==> src/include/fpra_defines.svh <==
`ifndef FPRA_DEFINES_SVH
`define FPRA_DEFINES_SVH

// ==========================================================
// Register map, word-aligned byte addresses.
`define FPRA_ADDR_CTRL 8'h00
`define FPRA_ADDR_OVERRUN 8'h04
`define FPRA_ADDR_LIMITS 8'h08
`define FPRA_ADDR_STATUS 8'h0C
`define FPRA_ADDR_ALERT 8'h10

// ==========================================================
// Control register fields.
`define FPRA_CTRL_FROST_EN 0
`define FPRA_CTRL_METHOD 1
`define FPRA_CTRL_OVR_EN 2
`define FPRA_CTRL_LOCK_CLR 3
`define FPRA_CTRL_OVR_LSB 8
`define FPRA_CTRL_RST 32'h0000_0000

// Overrun time fields, hours:minutes:seconds.
`define FPRA_OVR_SS_LSB 0
`define FPRA_OVR_MM_LSB 8
`define FPRA_OVR_HH_LSB 16
`define FPRA_OVR_RST 32'h0000_0000

// Limit enables in bits 5:0, anticondensation-wins bits from 8 upward.
`define FPRA_LIM_PRIO_LSB 8
`define FPRA_LIM_RST 32'h0000_0000

// ==========================================================
// Limit indices; the abnormal set is delta-T, stack, outlet and anticondensation.
`define FPRA_LIM_DELTA 0
`define FPRA_LIM_STACK 1
`define FPRA_LIM_SLOW 2
`define FPRA_LIM_OUTLET 3
`define FPRA_LIM_FORCED 4
`define FPRA_LIM_ANTI 5
`define FPRA_ABNORMAL_MASK 6'h2B

// ==========================================================
// Temperatures in whole degrees F, two's complement.
`define FPRA_T_PUMP_ON 12'h02D
`define FPRA_T_FROST_END 12'h032
`define FPRA_T_BURN_ON 12'h026

// ==========================================================
// Timing figures.
`define FPRA_SEC_NS 1000000000
`define FPRA_CLK_PERIOD_NS 8
`define FPRA_SEC_PER_MIN 60
`define FPRA_SEC_PER_HOUR 3600
`define FPRA_BURST_ON_MIN 5
`define FPRA_BURST_OFF_MIN 55

`endif

==> src/include/fpra_pkg.sv <==
package fpra_pkg;

    // Frost pump sequencer states.
    typedef enum logic [1:0] {
        FPRA_ST_IDLE = 2'b00,
        FPRA_ST_FROST = 2'b01,
        FPRA_ST_OVERRUN = 2'b10
    } fpra_pump_st_t;

    // Tap-water sensor reading with its validity flag.
    typedef struct packed {
        logic signed [11:0] temp;
        logic valid;
        logic src_is_switch;
    } fpra_tap_sense_t;

    // Requests and rates of the six rate limits, indexed as in the defines.
    typedef struct packed {
        logic [5:0] req;
        logic [5:0][7:0] rate;
    } fpra_limit_req_t;

    // Plain register port request.
    typedef struct packed {
        logic [7:0] addr;
        logic [31:0] wdata;
        logic we;
        logic re;
    } fpra_bus_req_t;

endpackage

==> src/fpra_top.sv <==
`include "fpra_defines.svh"
`timescale 1ns/1ps
`default_nettype none

module fpra_top
    import fpra_pkg::*;
#(
    parameter int unsigned SEC_CYCLES = `FPRA_SEC_NS / `FPRA_CLK_PERIOD_NS
) (
    input wire logic ref_clk_i, // 125 MHz clock.
    input wire logic rst_i, // Asynchronous reset, active high.
    input wire fpra_bus_req_t bus_i, // Register port request.
    output logic [31:0] rdata_o, // Read data, one cycle after read strobe.
    input wire fpra_tap_sense_t tap_i, // Tap-water temperature and validity.
    input wire logic normal_pump_i, // Normal tap-water pump demand.
    input wire logic pump_off_req_i, // Another subsystem wants the pump off.
    input wire logic other_burner_i, // Some other source demands the burner.
    input wire fpra_limit_req_t limit_i, // Rate limit requests and rates.
    input wire logic [7:0] mod_rate_i, // Modulation firing rate.
    input wire logic safety_lockout_i, // Safety limit demanding lockout.
    input wire logic safety_recycle_i, // Safety limit demanding recycle.
    output logic tap_pump_o, // Tap-water pump request.
    output logic frost_burner_o, // Frost burner demand.
    output logic frost_min_rate_o, // Frost demand asks for minimum rate.
    output logic [7:0] firing_rate_o, // Arbitrated firing rate.
    output logic alert_o, // Pulse when an abnormal limit engages.
    output logic lockout_o, // Burner lockout, sticky.
    output logic recycle_o // Burner recycle, follows its input one cycle later.
);

    // ==========================================================
    // Register port.

    logic [31:0] ctrl_q;
    logic [31:0] ovr_time_q;
    logic [31:0] limits_q;
    logic [3:0] alert_sts_q;
    logic [3:0] alert_sts_d;
    logic [31:0] rdata_d;
    logic [31:0] status_w;

    // Write decode by address.
    wire wr_ctrl = bus_i.we && (bus_i.addr == `FPRA_ADDR_CTRL);
    wire wr_ovr = bus_i.we && (bus_i.addr == `FPRA_ADDR_OVERRUN);
    wire wr_lim = bus_i.we && (bus_i.addr == `FPRA_ADDR_LIMITS);
    wire wr_alert = bus_i.we && (bus_i.addr == `FPRA_ADDR_ALERT);

    // Control fields.
    wire frost_en = ctrl_q[`FPRA_CTRL_FROST_EN];
    wire method_mid = ctrl_q[`FPRA_CTRL_METHOD];
    wire ovr_en = ctrl_q[`FPRA_CTRL_OVR_EN];
    wire [7:0] ovr_rate = ctrl_q[`FPRA_CTRL_OVR_LSB +: 8];
    wire lock_clr = wr_ctrl && bus_i.wdata[`FPRA_CTRL_LOCK_CLR];
    wire [5:0] lim_en = limits_q[5:0];
    wire [4:0] anti_wins = limits_q[`FPRA_LIM_PRIO_LSB +: 5];

    // Reads of unmapped addresses return zero; the lock clear bit reads zero.
    always_comb begin
        rdata_d = 32'h0000_0000;
        if (bus_i.addr == `FPRA_ADDR_CTRL) begin
            rdata_d = ctrl_q;
        end else if (bus_i.addr == `FPRA_ADDR_OVERRUN) begin
            rdata_d = ovr_time_q;
        end else if (bus_i.addr == `FPRA_ADDR_LIMITS) begin
            rdata_d = limits_q;
        end else if (bus_i.addr == `FPRA_ADDR_STATUS) begin
            rdata_d = status_w;
        end else if (bus_i.addr == `FPRA_ADDR_ALERT) begin
            rdata_d = {28'h000_0000, alert_sts_q};
        end
    end

    // Configuration registers.
    always_ff @(posedge ref_clk_i or posedge rst_i) begin
        if (rst_i) begin
            ctrl_q <= `FPRA_CTRL_RST;
            ovr_time_q <= `FPRA_OVR_RST;
            limits_q <= `FPRA_LIM_RST;
            rdata_o <= 32'h0000_0000;
        end else begin
            if (wr_ctrl) begin
                ctrl_q <= {16'h0000, bus_i.wdata[15:8], 5'h00, bus_i.wdata[2:0]};
            end
            if (wr_ovr) begin
                ovr_time_q <= {11'h000, bus_i.wdata[20:16], 2'h0, bus_i.wdata[13:8],
                               2'h0, bus_i.wdata[5:0]};
            end
            if (wr_lim) begin
                limits_q <= {19'h0_0000, bus_i.wdata[12:8], 2'h0, bus_i.wdata[5:0]};
            end
            rdata_o <= bus_i.re ? rdata_d : 32'h0000_0000;
        end
    end

    // ==========================================================
    // Seconds timebase shared by the overrun and periodic burner timers.

    logic [31:0] sec_cnt_q;
    wire sec_tick = (sec_cnt_q == SEC_CYCLES - 1);

    always_ff @(posedge ref_clk_i or posedge rst_i) begin
        if (rst_i) begin
            sec_cnt_q <= 32'h0000_0000;
        end else begin
            sec_cnt_q <= sec_tick ? 32'h0000_0000 : sec_cnt_q + 32'h0000_0001;
        end
    end

    // ==========================================================
    // Tap-water temperature comparisons. The switch-source flag is not looked
    // at: frost protection always reads the sensor, only its validity matters.

    wire signed [11:0] t_pump_on = `FPRA_T_PUMP_ON;
    wire signed [11:0] t_end = `FPRA_T_FROST_END;
    wire signed [11:0] t_burn = `FPRA_T_BURN_ON;
    wire below_pump = tap_i.valid && (tap_i.temp < t_pump_on);
    wire above_end = tap_i.valid && (tap_i.temp > t_end);
    wire below_burn = tap_i.valid && (tap_i.temp < t_burn);

    // ==========================================================
    // Frost pump sequencer with overrun timer.

    fpra_pump_st_t pump_st_q;
    fpra_pump_st_t pump_st_d;
    logic [16:0] ovr_cnt_q;
    logic [16:0] ovr_cnt_d;

    // Overrun length in seconds; the widest setting fits in 17 bits.
    wire [16:0] ovr_load = 17'(ovr_time_q[`FPRA_OVR_HH_LSB +: 5] * `FPRA_SEC_PER_HOUR)
        + 17'(ovr_time_q[`FPRA_OVR_MM_LSB +: 6] * `FPRA_SEC_PER_MIN)
        + 17'(ovr_time_q[`FPRA_OVR_SS_LSB +: 6]);

    always_comb begin
        pump_st_d = pump_st_q;
        ovr_cnt_d = ovr_cnt_q;
        unique case (pump_st_q)
            FPRA_ST_IDLE: begin
                if (frost_en && below_pump) begin
                    pump_st_d = FPRA_ST_FROST;
                end
            end
            FPRA_ST_FROST: begin
                if (!frost_en) begin
                    pump_st_d = FPRA_ST_IDLE;
                end else if (above_end) begin
                    pump_st_d = FPRA_ST_OVERRUN;
                    ovr_cnt_d = ovr_load;
                end
            end
            FPRA_ST_OVERRUN: begin
                if (!frost_en) begin
                    pump_st_d = FPRA_ST_IDLE;
                end else if (below_pump) begin
                    pump_st_d = FPRA_ST_FROST;
                end else if (ovr_cnt_q == 17'h0_0000) begin
                    pump_st_d = FPRA_ST_IDLE;
                end else if (sec_tick) begin
                    ovr_cnt_d = ovr_cnt_q - 17'h0_0001;
                end
            end
            default: begin
                pump_st_d = FPRA_ST_IDLE;
            end
        endcase
    end

    always_ff @(posedge ref_clk_i or posedge rst_i) begin
        if (rst_i) begin
            pump_st_q <= FPRA_ST_IDLE;
            ovr_cnt_q <= 17'h0_0000;
        end else begin
            pump_st_q <= pump_st_d;
            ovr_cnt_q <= ovr_cnt_d;
        end
    end

    // Frost and overrun demand cannot be vetoed by an off request.
    wire frost_pump = (pump_st_q != FPRA_ST_IDLE);
    assign tap_pump_o = frost_pump || (normal_pump_i && !pump_off_req_i);

    // ==========================================================
    // Frost burner demand with continuous or periodic duty.

    logic burn_q;
    logic [11:0] phase_q;
    localparam logic [11:0] BURST_ON_S = 12'(`FPRA_BURST_ON_MIN * `FPRA_SEC_PER_MIN);
    localparam logic [11:0] BURST_LAST_S =
        12'((`FPRA_BURST_ON_MIN + `FPRA_BURST_OFF_MIN) * `FPRA_SEC_PER_MIN - 1);

    // Another source taking over ends the frost demand; it restarts only when
    // the conditions meet again, so the burst phase starts fresh each time.
    wire burn_start = frost_en && below_burn && !other_burner_i;
    wire burn_stop = !frost_en || above_end || other_burner_i;

    always_ff @(posedge ref_clk_i or posedge rst_i) begin
        if (rst_i) begin
            burn_q <= 1'b0;
            phase_q <= 12'h000;
        end else begin
            if (!burn_q) begin
                burn_q <= burn_start;
                phase_q <= 12'h000;
            end else if (burn_stop) begin
                burn_q <= 1'b0;
            end else if (sec_tick) begin
                phase_q <= (phase_q == BURST_LAST_S) ? 12'h000 : phase_q + 12'h001;
            end
        end
    end

    wire burst_on = !method_mid || (phase_q < BURST_ON_S);
    assign frost_burner_o = burn_q && burst_on && !other_burner_i;
    assign frost_min_rate_o = frost_burner_o && !method_mid;

    // ==========================================================
    // Rate limit arbitration.

    logic [7:0] pick_rate;
    logic [7:0] rate_q;
    logic pick_any;
    wire [5:0] lim_act = lim_en & limit_i.req;
    wire anti_act = lim_act[`FPRA_LIM_ANTI];
    wire [4:0] red_act = lim_act[4:0];
    // With anticondensation active only reducers that outrank it compete.
    wire [4:0] red_use = anti_act ? (red_act & ~anti_wins) : red_act;

    always_comb begin
        pick_rate = 8'hFF;
        pick_any = 1'b0;
        for (int i = 0; i < 5; i++) begin
            if (red_use[i] && (!pick_any || limit_i.rate[i] < pick_rate)) begin
                pick_rate = limit_i.rate[i];
                pick_any = 1'b1;
            end
        end
    end

    wire [7:0] limited_rate = pick_any ? pick_rate
        : (anti_act ? limit_i.rate[`FPRA_LIM_ANTI] : mod_rate_i);
    wire [7:0] rate_d = ovr_en ? ovr_rate : limited_rate;

    // ==========================================================
    // Alerts for abnormal limits, and safety lockout or recycle.

    logic [5:0] lim_act_q;
    wire [5:0] abn_rise = lim_act & ~lim_act_q & `FPRA_ABNORMAL_MASK;
    wire [3:0] abn_bits = {abn_rise[`FPRA_LIM_ANTI], abn_rise[`FPRA_LIM_OUTLET],
                           abn_rise[`FPRA_LIM_STACK], abn_rise[`FPRA_LIM_DELTA]};
    // Write one to clear; a new event in the same cycle keeps its bit.
    assign alert_sts_d = abn_bits | (alert_sts_q & ~(wr_alert ? bus_i.wdata[3:0] : 4'h0));

    always_ff @(posedge ref_clk_i or posedge rst_i) begin
        if (rst_i) begin
            rate_q <= 8'h00;
            lim_act_q <= 6'h00;
            alert_sts_q <= 4'h0;
            alert_o <= 1'b0;
            lockout_o <= 1'b0;
            recycle_o <= 1'b0;
        end else begin
            rate_q <= rate_d;
            lim_act_q <= lim_act;
            alert_sts_q <= alert_sts_d;
            alert_o <= |abn_bits;
            lockout_o <= safety_lockout_i || (lockout_o && !lock_clr);
            recycle_o <= safety_recycle_i;
        end
    end

    assign firing_rate_o = rate_q;
    assign status_w = {14'h0000, lim_act_q, burn_q, frost_pump, pump_st_q, rate_q};
endmodule

`default_nettype wire

==> config.mk <==
export PLATFORM = sky130hd
export DESIGN_NAME = fpra_top
export DESIGN_NICKNAME = d
export VERILOG_FILES = /design/src/include/fpra_pkg.sv /design/src/fpra_top.sv
export VERILOG_INCLUDE_DIRS = /design/src /design/src/include
export SDC_FILE = /design/constraint.sdc
export NUM_CORES = 1
export LEC_CHECK = 0
export ABC_CLOCK_PERIOD_IN_PS = 9100
export BUFFER_PORTS_ARGS = -buffer_cell sky130_fd_sc_hd__buf_2
export CORE_UTILIZATION = 50
export DETAILED_ROUTE_END_ITERATION = 12
export PLACE_DENSITY = 0.73
export SLEW_MARGIN = 25
export SYNTH_ARGS = -nofsm -noshare
export SYNTH_HDL_FRONTEND = slang
export SYNTH_SLANG_ARGS = --single-unit
==> constraint.sdc <==
create_clock -name ref_clk_i -period 9.1 [get_ports ref_clk_i]
set_input_delay 0.91 -clock ref_clk_i [delete_from_list [all_inputs] [get_ports ref_clk_i]]
set_output_delay 0.91 -clock ref_clk_i [all_outputs]
set_load 0.01 [all_outputs]
* Word level (Yosys, flattened, before mapping)
Cells that the tools add are included.
** Cells by class
- $add $sub $neg :: 5
- Multiply operators :: 2
- Order comparisons :: 8
- Equality and inequality tests :: 19
- Multiplexer cells :: 42
- Bitwise operators :: 8
- Reductions and logical operators :: 47
** Operator list (count)
- 17-bit two-way mux :: 6
- 32-bit two-way mux :: 3
- 8-bit two-way mux :: 8
- 12-bit two-way mux :: 4
- 18-bit two-way mux :: 2
- 17-bit one-hot mux with 2 select lines :: 1
- 32-bit by 1-bit adder with 32-bit output, second input constant :: 1
- 32-bit by 27-bit == test with 1-bit output, second input constant :: 1
- 8-bit < comparator :: 4
- 12-bit by 7-bit < comparator with 1-bit output, second input constant :: 2
- 21-bit two-way mux :: 1
- 1-bit logical AND :: 20
- 2-bit != test, second input constant :: 9
- 17-bit by 12-bit adder with 17-bit output :: 1
- 17-bit by 6-bit adder with 17-bit output :: 1
- 17-bit logical NOT :: 1
- 17-bit by 1-bit subtractor with 17-bit output, second input constant :: 1
- 8-bit by 4-bit == test with 1-bit output, second input constant :: 2
- 5-bit by 8-bit multiplier with 13-bit output, second input constant :: 1
- 12-bit by 1-bit adder with 12-bit output, second input constant :: 1
- 6-bit bitwise AND :: 2
- 12-bit == test, second input constant :: 1
- 12-bit by 7-bit greater-than comparator with 1-bit output, second input constant :: 1
- 12-bit by 9-bit < comparator with 1-bit output, second input constant :: 1
- other kinds (27) :: 56
** Word-level totals
- Register bits :: 156
- Output and inout port bits :: 46
- Word-level logic and storage cells :: 146

* Depth between registers and ports, before layout
- Depth after elaboration :: 22
- Gate-level depth with buffers :: 45
- Mapped depth without buffers :: 41

* Worst setup path before layout
Ideal clock, no wire load.
- Kind :: input to register
- Start :: input limit_i[53] (netlist name)
- End :: register rate_q[0] (netlist: firing_rate_o[0])
- Setup time :: 0.136 ns
- Arrival :: 7.836 ns
- Path slack :: 1.127 ns
- Stages :: 44
- Buffers on the path :: 5
- Cell sequence :: nand2_1 -> inv_2 -> a21o_1 -> clkbuf_1 -> nor2_1 -> ha_1 -> nand2_1 -> a2111oi_4 -> o21ai_0 -> nand2b_1 -> clkbuf_1 -> nor2_1 -> a21oi_1 -> inv_1 -> ha_1 -> nand4_1 -> a211oi_2 -> and2_1 -> [8 not listed] -> a21oi_1 -> o311ai_1 -> o21ai_1 -> buf_2 -> buf_2 -> a21o_1 -> ha_1 -> a21oi_1 -> nor2b_1 -> o21ai_0 -> nand3b_1 -> a211o_1 -> or2_2 -> inv_1 -> a311o_1 -> buf_2 -> o211ai_1 -> a21boi_1
** Between the ends
- Cells in the longest elaborated chain, start to end :: 21
- Elaborated cells between the ends (all ways) :: 31
- Classes of those cells :: order compare: 4; mux: 14; bitwise: 1; reduce/logical: 12
** Ends and longest elaborated chain
- start: declaration :: RTL line fpra_top.sv:18 : input wire fpra_limit_req_t limit_i,
- 6-bit bitwise AND * :: RTL line fpra_top.sv:221 : wire [5:0] lim_act = lim_en & limit_i.req;
- 5-bit two-way mux :: RTL line fpra_top.sv:225 : wire [4:0] red_use = anti_act ? (red_act & ~anti_wins) : red_act;
- 8-bit two-way mux or 1-bit two-way mux (tied branches) :: RTL line fpra_top.sv:231 : if (red_use[i] && (!pick_any || limit_i.rate[i] < pick_rate)) begin
- 8-bit < comparator or 1-bit logical NOT (tied branches) :: RTL line fpra_top.sv:231
- 1-bit logical OR :: RTL line fpra_top.sv:231
- 1-bit logical AND :: RTL line fpra_top.sv:231
- 8-bit two-way mux or 1-bit two-way mux (tied branches) :: RTL line fpra_top.sv:231
- 8-bit < comparator or 1-bit logical NOT (tied branches) :: RTL line fpra_top.sv:231
- [6 not listed]
- 8-bit two-way mux or 1-bit two-way mux (tied branches) :: RTL line fpra_top.sv:231
- 8-bit < comparator or 1-bit logical NOT (tied branches) :: RTL line fpra_top.sv:231
- 1-bit logical OR :: RTL line fpra_top.sv:231
- 1-bit logical AND :: RTL line fpra_top.sv:231
- 8-bit two-way mux or 1-bit two-way mux (tied branches) :: RTL line fpra_top.sv:231
- 8-bit two-way mux * :: RTL line fpra_top.sv:238 : wire [7:0] limited_rate = pick_any ? pick_rate
- 8-bit two-way mux * :: RTL line fpra_top.sv:240 : wire [7:0] rate_d = ovr_en ? ovr_rate : limited_rate;
- via rate_d[0] :: RTL line fpra_top.sv:240
- end signal: assignment :: RTL line fpra_top.sv:261 : rate_q <= rate_d;
- end: declaration :: RTL line fpra_top.sv:219 : logic [7:0] rate_q;
The timed path passes the listed nets; every way through them passes the cells marked *.
A chain may end at the register's enable or synchronous reset.

* Final worst setup path
- Start :: input limit_i[48] (netlist name)
- End :: register rate_q[0] (netlist: firing_rate_o[0])
** Between the ends
- Cells in the longest elaborated chain, start to end :: 22
- Elaborated cells between the ends (all ways) :: 31
- Classes of those cells :: order compare: 4; mux: 13; bitwise: 2; reduce/logical: 12
** Ends and longest elaborated chain (RTL line)
- 6-bit bitwise AND * :: fpra_top.sv:221
- 5-bit bitwise AND :: fpra_top.sv:225
- 5-bit two-way mux * :: fpra_top.sv:225
- 8-bit two-way mux or 1-bit two-way mux (tied branches) :: fpra_top.sv:231
- 8-bit < comparator or 1-bit logical NOT (tied branches) :: fpra_top.sv:231
- 1-bit logical OR :: fpra_top.sv:231
- 1-bit logical AND :: fpra_top.sv:231
- 8-bit two-way mux or 1-bit two-way mux (tied branches) :: fpra_top.sv:231
- [7 not listed]
- 8-bit two-way mux or 1-bit two-way mux (tied branches) :: fpra_top.sv:231
- 8-bit < comparator or 1-bit logical NOT (tied branches) :: fpra_top.sv:231
- 1-bit logical OR :: fpra_top.sv:231
- 1-bit logical AND :: fpra_top.sv:231
- 8-bit two-way mux or 1-bit two-way mux (tied branches) :: fpra_top.sv:231
- 8-bit two-way mux * :: fpra_top.sv:238
- 8-bit two-way mux * :: fpra_top.sv:240
- via rate_d[0] :: fpra_top.sv:240
Marks and branches as above.

==> metrics.cfg <==
[sta]
max_freq_mhz = 121
finalCritPeriodShare_pct = 90.7
tightest_slew_ns = 1.02
rsz0062_at_grt = false
hold_viol_final = 0
setup_viol = 0
skew_ns = 0.00957
hold_ws_ns = 0.472
maxSlewHeadroom_pct = 31.7
min_period_ns = 8.26
final.setup.tns_ns = 0
drv_slew = 0

[place]
dp_hpwl_um = 18000
io_buffer_count = 145
gp_congestion = 0.940

[pwr]
p_clk_share_pct = 34.6
p_leak_nw = 5.64
comb_power_share_pct = 30.8
p_sw_mw = 0.645
p_int_mw = 1.37
power.density_nw_per_um2 = 180
vdd_drop_max_mv = 0.131
swShare_pct = 32.0
seq_power_share_pct = 34.6

[run_status]
outcome = complete, no violations

[cts]
clock_latency_ns = 0.43
clkTransAtPathRegs_ns = 0.06
post_cts_buffers = 0
cts-root-buf = clkbuf_16
clkSinkCount = 145
htree_levels = 4
cts_tree = built
cts_made_buffers = 17
cts_buffer_depth = 2
ctsHoldBuffers = 0
post_cts_resized = 0

[setup_path]
crit_end = firing_rate_o[0]
r2r_end = firing_rate_o[0]
cp_max_fo = 20
cp-start-kind = primary input
reg2reg_from = limits_q[5]
max_stage_delay_ns = 0.46
arrival_ns = 8.53
reg2reg_depth = 41
slowest_stage = a2111oi_4
endpoint_kind = register
path_class = in2reg
cp.required_ns = 9.38
ff2ff_setup_slack_ns = 0.99
crit_start = limit_i[48]

[logic_synthesis]
synthDistinctLibCells = 78
synth_edf_count = 0
syn_inst = 1041
synth_largest_area_cell = dfrtp_1
netlist_area_um2 = 9650
synth_ff_type = dfrtp_1
synthTopCellsByArea = dfrtp_1 38%, ha_1 10%, nand2_1 4.0%, mux2_2 3.6%, nor2_1 3.6%
syn_avg_cell_area_um2 = 9.27
async_flop_share_pct = 100
yosysSeqAreaShare_pct = 37.6
ys_seq_elements = 145
synth_top_cell_area_share_pct = 37.6
ys_warn_count = 0

[global_route]
track_usage_pct = 25.0
grt_pass1_wl_um = 38900
grt_max_degree = 94
grt_pass1_vias = 7751
antenna_found_initial = 1
overflow = 0

[drt]
detail-route-antenna-nets = 0
detail_route.vias_per_cell = 5.58
vias = 8087
dr.pass1.iters = 5
wirelength_um = 23700
drt_iter0_drc = 468
remaining_drc_errors = 0
wl_per_cell_um = 16.3

[die]
die_w_um = 141
pin_count = 171
std_cell_rows = 50
dieHeight_um = 141
dieArea_um2 = 19900
core-area_um2 = 18800
initial_core_util_pct = 51.3

[worst_hold_path]
min_path_type = reg2reg
hold_path_depth = 1

[finish]
area_growth_pct = 15.7
final_net_count = 1393
fin_util_pct = 59.3
drive_above_1_share_pct = 19.9

[run]
cap_violations = 0

[cell usage after synthesis, types with 5 or more instances]
master / instances
a22oi_1: 10
nor4_1: 6
xnor2_1: 37
or3_1: 9
nand3_1: 35
nand4_1: 9
inv_1: 56
and3_1: 14
a311o_1: 6
o21ai_1: 8
xor2_1: 21
nor3_1: 14
buf_4: 11
ha_1: 77
o31ai_1: 5
o22ai_1: 9
fa_1: 15
nand2b_1: 10
mux2i_1: 10
a21oi_1: 62
a21o_1: 20
nor2_1: 92
nor2b_1: 16
buf_2: 6
o21bai_1: 8
mux2_2: 31
and2_1: 13
nand2_1: 104
o21ai_0: 59
o211ai_1: 6
a221oi_1: 7
dfrtp_1: 145
clkbuf_1: 27
[critical path, delay by kind of cell]
family	cells	cell delay, ns
compound gates	19	3.89
fa+ha+maj	4	1.26
simple gates	13	1.75
mux	1	0.21
buf+inv	4	0.49
[state kept, by name (all words and copies together) (netlist names), 2 cells and up]
signal / count
sec_cnt_q: 32
rdata_o: 21
ovr_cnt_q: 17
ovr_time_q: 17
phase_q: 12
ctrl_q: 11
limits_q: 11
firing_rate_o: 8
lim_act_q: 6
alert_sts_q: 4
pump_st_q: 2
[stage by stage]
stage / cells / total power [mW] / cell area (um2) / setup slack (ns)
final: 1449 / 2.01 / 11200 / 0.845
after global routing: 1449 / 2.14 / 11200 / 0.120
after CTS: 1448 / 2.03 / 11200 / 0.712
after detailed placement: 1417 / 1.32 / 10600 / 0.263
after global placement: 1417 / 1.31 / 10600 / 0.441
after floorplan: 1051 / 1.17 / 9690 / 1.13
[final cells by class]
class                      instances  area [um2]
antenna                            1        2.50
clock buffer                      20         457
clock inverter                    11         130
fill                            1598        7660
inverter                          60         230
multi-input combinational        800        5620
sequential                       145        3630
tap                              260         325
timing repair buffer             152         778
[routing by layer]
layer  routed length, um  share of wire, %  GRT usage [%]  up-vias
met5                   0                 0              0        -
met4                 692               2.9           10.1        0
met3                1330               5.6           4.55       50
met2               10800                46           39.0      265
met1               10800                46           34.5     3827
li1                    -                 -              -     3945
[layout by cell type, fill, tap and decap left out, drive strengths merged, types with 10 or more instances in the layout]
cell type,n
a21o,20
a21oi,63
a22oi,10
and2,13
and3,14
buf,152
clkbuf,20
conb,11
dfrtp,145
fa,15
ha,77
inv,62
mux2,31
mux2i,10
nand2,104
nand2b,11
nand3,35
nor2,92
nor2b,16
nor3,15
o21ai,67
xnor2,37
xor2,21
[worst min-delay path by stage]
| stage | from | end | slack [ns] |
|---|---|---|---|
| finish | sec_cnt_q[4] | sec_cnt_q[4] | 0.47 |
| global route | alert_sts_q[0] | alert_sts_q[0] | 0.49 |
| CTS | sec_cnt_q[4] | sec_cnt_q[4] | 0.48 |
| detailed placement | lockout_o | lockout_o | 0.46 |
| global placement | lockout_o | lockout_o | 0.46 |
| floorplan | sec_cnt_q[4] | sec_cnt_q[4] | 0.44 |
[kinds of logic after synthesis]
logic type	share of synthesized area, %
simple gates	17.8
buf+inv	4.70
compound gates	16.9
xor+xnor	5.26
other cells	0.0388
mux	4.65
fa+ha+maj	13.1
flops	37.6
[power groups by stage]
stage / registers (mW) / clock network [mW] / logic, mW
floorplan: 0.702 / 0 / 0.470
global placement: 0.708 / 0 / 0.602
detailed placement: 0.709 / 0 / 0.616
CTS: 0.697 / 0.709 / 0.625
global route: 0.700 / 0.739 / 0.704
finish: 0.698 / 0.696 / 0.621
Power figures use the tool's default switching activity.
